`src/inc/ciot_defines.svh`:
```
// Offsets, field sizes, reset values and constants of the overlay bank.
`ifndef CIOT_DEFINES_SVH
`define CIOT_DEFINES_SVH

// ----------------------------------------------------------------------
// Register indices; the byte address on the bus is four times the index.
// ----------------------------------------------------------------------
`define CIOT_IDX_LCD_C0_BLUE  10'h076
`define CIOT_IDX_LCD_C0_GREEN 10'h077
`define CIOT_IDX_LCD_C0_RED   10'h078
`define CIOT_IDX_LCD_C1_BLUE  10'h07A
`define CIOT_IDX_LCD_C1_GREEN 10'h07B
`define CIOT_IDX_LCD_C1_RED   10'h07C
`define CIOT_IDX_LCD_THRESH   10'h07E
`define CIOT_IDX_CRT_C0_BLUE  10'h086
`define CIOT_IDX_CRT_C0_GREEN 10'h087
`define CIOT_IDX_CRT_C0_RED   10'h088
`define CIOT_IDX_CRT_C1_BLUE  10'h08A
`define CIOT_IDX_CRT_C1_GREEN 10'h08B
`define CIOT_IDX_CRT_C1_RED   10'h08C
`define CIOT_IDX_CRT_THRESH   10'h08E

// ----------------------------------------------------------------------
// Field sizes and reset values.
// ----------------------------------------------------------------------
`define CIOT_BLUE_W     5
`define CIOT_GREEN_W    6
`define CIOT_RED_W      5
`define CIOT_THR_W      4
`define CIOT_RST_BLUE   5'h00
`define CIOT_RST_GREEN  6'h00
`define CIOT_RST_RED    5'h00
`define CIOT_RST_THR    4'h0
`define CIOT_RST_PIXEL  16'h0000
`define CIOT_RST_DATA   32'h0000_0000

// ----------------------------------------------------------------------
// Overlay geometry and automatic threshold.
// ----------------------------------------------------------------------
`define CIOT_BPP        2
`define CIOT_CURSOR_DIM 64
`define CIOT_AUTO_THR   4'h8

`endif

```
`src/inc/ciot_pkg.sv`:
```
// Types shared by the overlay register bank and its pixel selector.
package ciot_pkg;

  typedef enum logic [1:0] {
    CIOT_F_BLUE  = 2'b00,
    CIOT_F_GREEN = 2'b01,
    CIOT_F_RED   = 2'b11,
    CIOT_F_THR   = 2'b10
  } ciot_field_t;

  typedef enum logic [1:0] {
    CIOT_PX_C0  = 2'b00,
    CIOT_PX_C1  = 2'b01,
    CIOT_PX_BG  = 2'b10,
    CIOT_PX_INV = 2'b11
  } ciot_code_t;

  typedef struct packed {
    logic        hit;
    logic        path;
    logic        col;
    ciot_field_t fld;
  } ciot_dec_t;

endpackage : ciot_pkg

```
`src/inc/ciot_ovl_if.sv`:
```
// Carrier of one display path's overlay colors to its pixel selector.
`timescale 1ns/10ps
interface ciot_ovl_if;
  logic [15:0] color0;
  logic [15:0] color1;
  modport src  (output color0, output color1);
  modport sink (input color0, input color1);
endinterface : ciot_ovl_if

```
`src/rtl/ciot_pixel_sel.sv`:
```
// Per-path overlay pixel selector driven by two-bit image codes.
`timescale 1ns/10ps
`include "ciot_defines.svh"
module ciot_pixel_sel
  import ciot_pkg::*;
(
  input  wire logic                 clk_i,
  input  wire logic                 rst_i,
  input  wire logic                 ce_i,
  input  wire logic                 vld_i,
  input  wire logic [`CIOT_BPP-1:0] code_i,
  input  wire logic [15:0]          bg_i,
  ciot_ovl_if.sink                  ovl,
  output logic [15:0]               px_o,
  output logic                      vld_o
);

  logic [15:0] px_q;
  logic        vld_q;
  ciot_code_t  code;

  // The code is as wide as the overlay image depth.
  assign code = ciot_code_t'(code_i);

  always_ff @(posedge clk_i) begin
    if (rst_i) begin
      vld_q <= 1'b0;
    end else if (ce_i) begin
      vld_q <= vld_i;
    end
  end

  always_ff @(posedge clk_i) begin
    if (rst_i) begin
      px_q <= `CIOT_RST_PIXEL;
    end else if (ce_i && vld_i) begin
      unique case (code)
        CIOT_PX_C0:  px_q <= ovl.color0;
        CIOT_PX_C1:  px_q <= ovl.color1;
        CIOT_PX_BG:  px_q <= bg_i;
        CIOT_PX_INV: px_q <= ~bg_i;
      endcase
    end
  end

  assign px_o  = px_q;
  assign vld_o = vld_q;
endmodule : ciot_pixel_sel

```
`src/rtl/ciot_regs.sv`:
```
// Overlay color and fetch threshold register bank on classic Wishbone.
//
// Design decision made here: the Wishbone register port.
`timescale 1ns/10ps
`include "ciot_defines.svh"
module ciot_regs
  import ciot_pkg::*;
(
  input  wire logic        clk_i,
  input  wire logic        rst_i,
  input  wire logic        ce_i,
  input  wire logic        wb_cyc_i,
  input  wire logic        wb_stb_i,
  input  wire logic        wb_we_i,
  input  wire logic [11:0] wb_adr_i,
  input  wire logic [3:0]  wb_sel_i,
  input  wire logic [31:0] wb_dat_i,
  output logic      [31:0] wb_dat_o,
  output logic             wb_ack_o,
  input  wire logic        lcd_px_vld_i,
  input  wire logic [1:0]  lcd_px_code_i,
  input  wire logic [15:0] lcd_bg_i,
  output logic      [15:0] lcd_px_o,
  output logic             lcd_px_vld_o,
  input  wire logic        crt_px_vld_i,
  input  wire logic [1:0]  crt_px_code_i,
  input  wire logic [15:0] crt_bg_i,
  output logic      [15:0] crt_px_o,
  output logic             crt_px_vld_o,
  output logic      [3:0]  lcd_fifo_hi_o,
  output logic      [3:0]  crt_fifo_hi_o
);

  // ----------------------------------------------------------------------
  // Address decode
  // ----------------------------------------------------------------------
  function automatic ciot_dec_t ciot_decode(input logic [9:0] idx);
    ciot_dec_t d;
    d = '0;
    case (idx)
      `CIOT_IDX_LCD_C0_BLUE:  d = '{1'b1, 1'b0, 1'b0, CIOT_F_BLUE};
      `CIOT_IDX_LCD_C0_GREEN: d = '{1'b1, 1'b0, 1'b0, CIOT_F_GREEN};
      `CIOT_IDX_LCD_C0_RED:   d = '{1'b1, 1'b0, 1'b0, CIOT_F_RED};
      `CIOT_IDX_LCD_C1_BLUE:  d = '{1'b1, 1'b0, 1'b1, CIOT_F_BLUE};
      `CIOT_IDX_LCD_C1_GREEN: d = '{1'b1, 1'b0, 1'b1, CIOT_F_GREEN};
      `CIOT_IDX_LCD_C1_RED:   d = '{1'b1, 1'b0, 1'b1, CIOT_F_RED};
      `CIOT_IDX_LCD_THRESH:   d = '{1'b1, 1'b0, 1'b0, CIOT_F_THR};
      `CIOT_IDX_CRT_C0_BLUE:  d = '{1'b1, 1'b1, 1'b0, CIOT_F_BLUE};
      `CIOT_IDX_CRT_C0_GREEN: d = '{1'b1, 1'b1, 1'b0, CIOT_F_GREEN};
      `CIOT_IDX_CRT_C0_RED:   d = '{1'b1, 1'b1, 1'b0, CIOT_F_RED};
      `CIOT_IDX_CRT_C1_BLUE:  d = '{1'b1, 1'b1, 1'b1, CIOT_F_BLUE};
      `CIOT_IDX_CRT_C1_GREEN: d = '{1'b1, 1'b1, 1'b1, CIOT_F_GREEN};
      `CIOT_IDX_CRT_C1_RED:   d = '{1'b1, 1'b1, 1'b1, CIOT_F_RED};
      `CIOT_IDX_CRT_THRESH:   d = '{1'b1, 1'b1, 1'b0, CIOT_F_THR};
      default:                d = '0;
    endcase
    return d;
  endfunction : ciot_decode

  // A zero threshold hands the choice to hardware; the fixed fallback
  // keeps the fetch FIFO from ever being told to hold nothing.
  function automatic logic [3:0] ciot_eff_thr(input logic [3:0] thr);
    return (thr == `CIOT_RST_THR) ? `CIOT_AUTO_THR : thr;
  endfunction : ciot_eff_thr

  // ----------------------------------------------------------------------
  // Storage
  // ----------------------------------------------------------------------
  logic [`CIOT_BLUE_W-1:0]  blue_q  [2][2];
  logic [`CIOT_GREEN_W-1:0] green_q [2][2];
  logic [`CIOT_RED_W-1:0]   red_q   [2][2];
  logic [`CIOT_THR_W-1:0]   thr_q   [2];
  logic [3:0]               fifo_hi_q [2];
  logic [15:0]              col_w   [2][2];
  logic [3:0]               eff_w   [2];
  logic                     ack_q;
  logic [31:0]              dat_q;
  logic [31:0]              rd_d;
  ciot_dec_t                dec;
  logic                     wr_en;
  logic [4:0]               wr_lo5;
  logic [5:0]               wr_lo6;

  // Only the low byte lane carries register bits; a misaligned address
  // is treated as unmapped.
  always_comb begin
    dec = ciot_decode(wb_adr_i[11:2]);
    if (wb_adr_i[1:0] != 2'b00) begin
      dec.hit = 1'b0;
    end
  end

  // A write lands on the edge where the master sees ack.
  assign wr_en  = wb_cyc_i & wb_stb_i & wb_we_i & ack_q
                & wb_sel_i[0] & dec.hit;
  assign wr_lo5 = wb_dat_i[4:0];
  assign wr_lo6 = wb_dat_i[5:0];

  // ----------------------------------------------------------------------
  // Bus handshake
  // ----------------------------------------------------------------------
  always_ff @(posedge clk_i) begin
    if (rst_i) begin
      ack_q <= 1'b0;
    end else if (ce_i) begin
      ack_q <= wb_cyc_i & wb_stb_i & ~ack_q;
    end
  end

  always_comb begin
    rd_d = `CIOT_RST_DATA;
    if (dec.hit) begin
      unique case (dec.fld)
        CIOT_F_BLUE:  rd_d[4:0] = blue_q[dec.path][dec.col];
        CIOT_F_GREEN: rd_d[5:0] = green_q[dec.path][dec.col];
        CIOT_F_RED:   rd_d[4:0] = red_q[dec.path][dec.col];
        CIOT_F_THR:   rd_d[3:0] = thr_q[dec.path];
      endcase
    end
  end

  always_ff @(posedge clk_i) begin
    if (rst_i) begin
      dat_q <= `CIOT_RST_DATA;
    end else if (ce_i) begin
      dat_q <= rd_d;
    end
  end

  assign wb_ack_o = ack_q;
  assign wb_dat_o = dat_q;

  // ----------------------------------------------------------------------
  // Color and threshold registers
  // ----------------------------------------------------------------------
  always_ff @(posedge clk_i) begin
    if (rst_i) begin
      for (int p = 0; p < 2; p++) begin
        thr_q[p] <= `CIOT_RST_THR;
        for (int c = 0; c < 2; c++) begin
          blue_q[p][c]  <= `CIOT_RST_BLUE;
          green_q[p][c] <= `CIOT_RST_GREEN;
          red_q[p][c]   <= `CIOT_RST_RED;
        end
      end
    end else if (ce_i && wr_en) begin
      // Path and color index keep the four color sets apart.
      unique case (dec.fld)
        CIOT_F_BLUE:  blue_q[dec.path][dec.col]  <= wr_lo5;
        CIOT_F_GREEN: green_q[dec.path][dec.col] <= wr_lo6;
        CIOT_F_RED:   red_q[dec.path][dec.col]   <= wr_lo5;
        CIOT_F_THR:   thr_q[dec.path] <= wb_dat_i[3:0];
      endcase
    end
  end

  // ----------------------------------------------------------------------
  // Per-path overlay outputs
  // ----------------------------------------------------------------------
  ciot_ovl_if ovl_if [2] ();

  logic        px_vld_in [2];
  logic [1:0]  px_code_in [2];
  logic [15:0] bg_in [2];
  logic [15:0] px_out [2];
  logic        px_vld_out [2];

  assign px_vld_in[0]  = lcd_px_vld_i;
  assign px_vld_in[1]  = crt_px_vld_i;
  assign px_code_in[0] = lcd_px_code_i;
  assign px_code_in[1] = crt_px_code_i;
  assign bg_in[0]      = lcd_bg_i;
  assign bg_in[1]      = crt_bg_i;

  for (genvar g = 0; g < 2; g++) begin : g_path
    for (genvar c = 0; c < 2; c++) begin : g_col
      assign col_w[g][c] = {red_q[g][c], green_q[g][c], blue_q[g][c]};
    end

    assign ovl_if[g].color0 = col_w[g][0];
    assign ovl_if[g].color1 = col_w[g][1];

    // Each path reads only its own threshold register.
    assign eff_w[g] = ciot_eff_thr(thr_q[g]);

    // One register stage: a new value steers the next fetch decision.
    always_ff @(posedge clk_i) begin
      if (rst_i) begin
        fifo_hi_q[g] <= `CIOT_AUTO_THR;
      end else if (ce_i) begin
        fifo_hi_q[g] <= eff_w[g];
      end
    end

    ciot_pixel_sel u_sel (
      .clk_i  (clk_i),
      .rst_i  (rst_i),
      .ce_i   (ce_i),
      .vld_i  (px_vld_in[g]),
      .code_i (px_code_in[g]),
      .bg_i   (bg_in[g]),
      .ovl    (ovl_if[g].sink),
      .px_o   (px_out[g]),
      .vld_o  (px_vld_out[g])
    );
  end

  assign lcd_px_o      = px_out[0];
  assign lcd_px_vld_o  = px_vld_out[0];
  assign crt_px_o      = px_out[1];
  assign crt_px_vld_o  = px_vld_out[1];
  assign lcd_fifo_hi_o = fifo_hi_q[0];
  assign crt_fifo_hi_o = fifo_hi_q[1];
endmodule : ciot_regs

```
`config.mk`:
```
export PLATFORM = sky130hd
export DESIGN_NAME = ciot_regs
export DESIGN_NICKNAME = d
export VERILOG_FILES = /design/src/inc/ciot_pkg.sv /design/src/inc/ciot_ovl_if.sv /design/src/rtl/ciot_pixel_sel.sv /design/src/rtl/ciot_regs.sv
export VERILOG_INCLUDE_DIRS = /design/src /design/src/inc
export SDC_FILE = /design/constraint.sdc
export NUM_CORES = 1
export LEC_CHECK = 0
export BUFFER_PORTS_ARGS = -buffer_cell sky130_fd_sc_hd__buf_2
export CAP_MARGIN = 20
export CORE_ASPECT_RATIO = 1.4
export CORE_UTILIZATION = 38
export CTS_BUF_LIST = sky130_fd_sc_hd__clkbuf_2 sky130_fd_sc_hd__clkbuf_4 sky130_fd_sc_hd__clkbuf_8
export DETAILED_ROUTE_END_ITERATION = 16
export PLACE_DENSITY = 0.64
export SLEW_MARGIN = 30
export SYNTH_ARGS = -nofsm -noshare
export SYNTH_HDL_FRONTEND = slang
export SYNTH_HIERARCHICAL = 1
export SYNTH_SLANG_ARGS = --single-unit
```
`constraint.sdc`:
```
create_clock -name clk_i -period 3.3 [get_ports clk_i]
set_input_delay 0.165 -clock clk_i [delete_from_list [all_inputs] [get_ports clk_i]]
set_output_delay 0.165 -clock clk_i [all_outputs]
set_load 0.005 [all_outputs]
```
After elaboration in Yosys (flattened, before gate mapping):

Memories as Yosys holds them, arrays and structs flattened.
Cells that the tools add are included.

* flip-flop bits (word level): 41
* memory bits (writable): 80
* input bits: 92
* output and inout bits: 75
* word-level logic and storage cells: 120
* memories kept: 5

* order comparisons: 2
* eq/ne operators: 23
* multiplexer cells: 58
* bitwise operators: 12
* reductions and logical operators: 14

Memories
* green_q: depth 2, bits a word 12, read ports 3, clocked after memory_dff 0, wr ports 2, RTL line ciot_regs.sv:70 `` logic [`CIOT_GREEN_W-1:0] green_q [2][2]; ``
* blue_q: depth 2, bits a word 10, read ports 3, clocked after memory_dff 0, wr ports 2, RTL line ciot_regs.sv:69 `` logic [`CIOT_BLUE_W-1:0] blue_q [2][2]; ``
* red_q: depth 2, bits a word 10, read ports 3, clocked after memory_dff 0, wr ports 2, RTL line ciot_regs.sv:71 `` logic [`CIOT_RED_W-1:0] red_q [2][2]; ``
* fifo_hi_q: depth 2, bits a word 4, read ports 2, clocked after memory_dff 0, wr ports 2, RTL line ciot_regs.sv:73 `logic [3:0] fifo_hi_q [2];`
* thr_q: depth 2, bits a word 4, read ports 3, clocked after memory_dff 0, wr ports 2, RTL line ciot_regs.sv:72 `` logic [`CIOT_THR_W-1:0] thr_q [2]; ``

Operators with widths (count)
* $pmux W16 S4: 2
* $eq A10 B7 Y1 const B: 7
* $eq A10 B8 Y1 const B: 7
* $pmux W5 S14: 1
* $mux W10: 6
* $mux W12: 3
* $mux W5: 7
* $not A16 Y16: 2
* $mux W6: 5
* $mux W1: 25
* $mux W4: 5
* $reduce_or A10 Y1: 2
* $pmux W4 S4: 1
* $eq A2 B2 Y1 const B: 6
* $reduce_or A12 Y1: 1
* $logic_not A4 Y1: 2
* $and A1 B1 Y1: 6
* $demux W6 S1: 1
* $eq A2 B1 Y1 const B: 3
* $logic_not A2 Y1: 3
* $demux W5 S1: 1
* $logic_and A1 B1 Y1: 4
* $reduce_or A4 Y1: 1
* $pmux W1 S3: 1
* other kinds (6): 7

Depth between registers and ports, before layout:

* depth in word-level cells: 11
* depth in mapped cells: 10
* mapped depth without buffers: 7

Modules after synthesis:

Netlist, hierarchy kept.

Modules (own cells, without submodules)
* ciot_regs: instances 1, cells each 371, area an instance 4479.3 um^2, seq. area each 2542.4 um^2
* ciot_pixel_sel: instances 2, cells each 110, area an instance 1104.8 um^2, seq. area each 340.3 um^2

Worst setup path before layout:

No wires, ideal clock.

* path kind: input to register
* from: in wb_adr_i[7]
* to: mem green_q[1][10] (netlist bit), enable pin
* arrival: 2.060 ns
* data required time: 2.997 ns
* setup slack: 0.936 ns
* stages on the path: 8
* path buffers: 2
* path through: or4b_4 or3_4 a21oi_4 buf_6 buf_8 nand2_1 nor3_2 or2_2

RTL lines
* from (decl): RTL line ciot_regs.sv:15 `input wire logic [11:0] wb_adr_i,`
* to (decl): RTL line ciot_regs.sv:70

Final worst setup path:

* from: in wb_adr_i[7]
* to: reg dat_q[4], in the netlist wb_dat_o[4]

* longest elaborated chain between the ends: 8
* elaborated cells on any way between the ends: 34
* classes of those cells: 16 x eq/ne; 13 x mux; 1 x bitwise; 1 x reduce/logical; 3 x memory

Ends and longest elaborated chain
* $eq A10 B8 Y1 or $eq A10 B7 Y1 (tied branches): RTL line ciot_regs.sv:40 `case (idx)`
* $pmux W5 S14 *: RTL line ciot_regs.sv:40
* $mem_v2 Z2 W10 (tied with other cells)
* $mux W5 (implied by the code) (tied with other cells) (3 in a row): RTL line ciot_regs.sv:116 `CIOT_F_RED: rd_d[4:0] = red_q[dec.path][dec.col];`
* $pmux W1 S3: RTL line ciot_regs.sv:113 `unique case (dec.fld)`
* $mux W6 *: RTL line ciot_regs.sv:112 `if (dec.hit) begin`
* to (signal assigned): RTL line ciot_regs.sv:124 `` dat_q <= `CIOT_RST_DATA; ``
* to (signal assigned): RTL line ciot_regs.sv:126 `dat_q <= rd_d;`
* to (decl): RTL line ciot_regs.sv:77 `logic [31:0] dat_q;`

Mark *: on every way between the ends. The rest lies on a longest branch, timed or not. The select of a mux whose other input is x is not followed.
A chain may end at the register's enable or synchronous reset.

==> impl_metrics.json <==
{
  "status": "finished clean",
  "fp.dieH_um": 159,
  "htreeDepth": 4,
  "core-area_um2": 17300,
  "grt_pass1_wl_um": 26500,
  "seq_area_frac_synth_pct": 48.2,
  "synth_enable_flop_cells": 80,
  "area_growth_pct": 16.0,
  "seq_area_um2": 3220,
  "yosys_register_bits": 121,
  "slew_viol_final": 0,
  "finalNetCount": 794,
  "cp-end-kind": "register",
  "synth_ff_type": "edfxtp_1",
  "hpwl_um": 13300,
  "crit_type": "in2reg",
  "n_antenna_cell": 0,
  "drt-wirelength-per-cell_um": 18.2,
  "gp_congestion": 0.867,
  "ant_nets": 0,
  "setup_viol": 0,
  "peakVddDrop_mv": 0.232,
  "start_kind": "input port",
  "worstPathMaxFanout": 11,
  "dp.cells": 917,
  "yosysWarnings": 6,
  "first_pass_iters": 5,
  "netlist_instances": 591,
  "fin_skew_ns": 0.0128,
  "antenna_found_initial": 0,
  "ys_types": 49,
  "relSlewSlack_pct": 36.2,
  "worst_slew_pin_slew_ns": 0.957,
  "chipWidth_um": 114,
  "hold_viol_final": 0,
  "via_per_inst": 5.12,
  "fill_cells": 1641,
  "post-cts-setup-buffers": 0,
  "synth_area_per_cell_um2": 11.3,
  "dieArea_um2": 18100,
  "cts.sinks": 121,
  "synthesis.area_um2": 6690,
  "grt_use_total_pct": 19.4,
  "drc": 0,
  "p_per_area_nw_per_um2": 456,
  "grt_remaining_overflow": 0,
  "num_rows": 57,
  "fin_cells": 951,
  "cts_max_path_buffers": 2,
  "drt_iter0_drc": 285,
  "arrival_ns": 2.63,
  "max_clock_freq_mhz": 433,
  "hp-class": "in2reg",
  "grt_max_degree": 33,
  "async_flop_share_pct": 0,
  "multiInputGateArea_um2": 2980,
  "grt_pass1_vias": 4906,
  "clk_latency_ns": 0.44,
  "fin_crit_sh_pct": 70.0,
  "clk_pin_slew_ns": 0.07,
  "cts_made_buffers": 17,
  "start_util_pct": 38.8,
  "drt_wl_total_um": 17300,
  "min_period_ns": 2.31,
  "clock_tree.root_cell": "clkbuf_8",
  "leakage_nw": 3.33,
  "reg2reg_slack_ns": 1.47,
  "portBuffers": 111,
  "rsz0062_at_grt": "no",
  "ctsResizeCount": 0,
  "fin_tns_setup_ns": 0,
  "drive_above_1_share_pct": 26.4,
  "cap_viol_max_count": 0,
  "crit_required_ns": 3.62,
  "cts_tree": "yes",
  "io_pins": 167,
  "dr_total_vias": 4871
}
power breakdown:
| group | switching, mW | leakage, nW | internal (mW) | total [mW] |
|---|---|---|---|---|
| combinational | 0.173 | 1.94 | 0.134 | 0.308 |
| sequential | 0.0348 | 1.17 | 1.67 | 1.70 |
| clock | 0.631 | 0.216 | 0.901 | 1.53 |
sequential cells by signal (all words and copies together), names as in the netlist:
| name | count |
|---|---|
| thr_q | 8 |
| g_path.u_sel/vld_o | 2 |
| fifo_hi_q | 8 |
| wb_dat_o | 6 |
| blue_q | 20 |
| red_q | 20 |
| wb_ack_o | 1 |
| g_path.u_sel/px_o | 32 |
| green_q | 24 |
cells by family after synthesis:
group                  Yosys count  share of synthesized area [%]
AND/OR/NAND/NOR                195                           17.8
other                            1                         0.0561
AO/OA/AOI/OAI                   79                           9.97
buffers and inverters           94                           8.68
multiplexers                   101                           15.3
flip-flops                     121                           48.2
cell usage in the layout, fill, tap and decap left out, types with 3 or more instances in the layout:
master / count
mux2i_1: 91
inv_1: 35
nand3_1: 3
o21ai_1: 3
buf_4: 13
bufinv_16: 5
a211oi_1: 6
a22oi_1: 4
o211ai_1: 4
edfxtp_1: 80
and3_1: 18
or2_2: 11
and2_1: 64
dfxtp_1: 41
nor2b_1: 41
buf_2: 111
clkbuf_8: 17
a31o_2: 3
or3_1: 3
a21oi_1: 9
clkinvlp_4: 4
mux2_2: 10
nor2_1: 20
nor3_2: 3
nand2_1: 14
a221o_1: 32
nor3_1: 4
o22ai_1: 5
conb_1: 26
final cells by class:
class / count / area share, %
multi-input cells: 401 / 38.4
well taps: 236 / 3.81
clock inverters: 15 / 2.89
repair buffers: 126 / 8.67
clock buffers: 17 / 3.02
flip-flops and latches: 121 / 41.5
inverters: 35 / 1.69
cells in the mapped netlist, types with 2 or more instances:
cell | instances | area [µm²]
a211oi_1 | 6 | 45.0
a21oi_1 | 9 | 45.0
a221o_1 | 32 | 320
a221oi_1 | 2 | 17.5
a22oi_1 | 4 | 30.0
a31o_2 | 3 | 26.3
a32o_1 | 2 | 20.0
and2_1 | 64 | 400
and3_1 | 18 | 113
and4b_1 | 2 | 20.0
and4bb_4 | 2 | 32.5
buf_12 | 4 | 80.1
buf_2 | 8 | 40.0
buf_4 | 29 | 218
buf_6 | 4 | 45.0
clkbuf_1 | 11 | 41.3
clkbuf_2 | 2 | 10.0
dfxtp_1 | 41 | 821
edfxtp_1 | 80 | 2400
inv_1 | 35 | 131
mux2_2 | 10 | 113
mux2i_1 | 91 | 911
nand2_1 | 14 | 52.6
nand2b_1 | 2 | 12.5
nand3_1 | 3 | 15.0
nand4_1 | 2 | 12.5
nand4b_1 | 2 | 17.5
nor2_1 | 20 | 75.1
nor2b_1 | 41 | 257
nor3_1 | 4 | 20.0
nor3_2 | 3 | 30.0
o211ai_1 | 4 | 30.0
o21ai_0 | 2 | 10.0
o21ai_1 | 3 | 15.0
o221ai_1 | 2 | 17.5
o22ai_1 | 5 | 31.3
or2_2 | 11 | 68.8
or3_1 | 3 | 18.8
repair_timing:
| action | in CTS | in global routing |
|---|---|---|
| hold buffers | 2 | 0 |
| endpoints found under the setup margin | 0 | 0 |
| endpoints found under the hold margin | 1 | 0 |
routing by layer:
layer / GRT usage (%) / vias to the layer above / wire (µm)
li1: - / 2324 / -
met1: 23.2 / 2336 / 7210
met4: 8.38 / 0 / 508
met3: 4.72 / 37 / 988
met2: 32.9 / 174 / 8600
met5: 0 / - / 0
per-stage QoR:
stage	worst slack (ns)	cell area [µm²]	utilization [%]	hold slack (ns)	power, mW
final	0.991	7760	45.0	0.0226	3.54
after CTS	1.03	7760	45.0	0.00342	3.56
after global routing	0.950	7760	45.0	0.0340	3.66
after floorplan	0.936	6780	-	0.237	1.94
after detailed placement	0.616	7280	42.2	0.462	2.04
after global placement	0.650	7280	42.2	0.440	2.03
path summary, 6_finish.rpt:
| path | from | to | cells past startpoint |
|---|---|---|---|
| setup / recovery | wb_adr_i[7] | wb_dat_o[4] | 9 |
| hold / removal | lcd_px_vld_i | g_path[0].u_sel/vld_o | 3 |
| setup reg to reg | wb_ack_o | red_q[0][4] | 5 |
| hold reg to reg | g_path[1].u_sel/px_o[9] | g_path[1].u_sel/px_o[9] | 1 |
worst max-delay path, cell delays in order:
cell and delay (ns):
buf_2 0.10, or4b_4 0.54, or3_4 0.37, a21oi_4 0.19, buf_4 0.25, mux2i_1 0.25, o22ai_1 0.17, a32o_1 0.32
a311o_1 0.26
No activity file was read; power rests on OpenSTA's default activity.
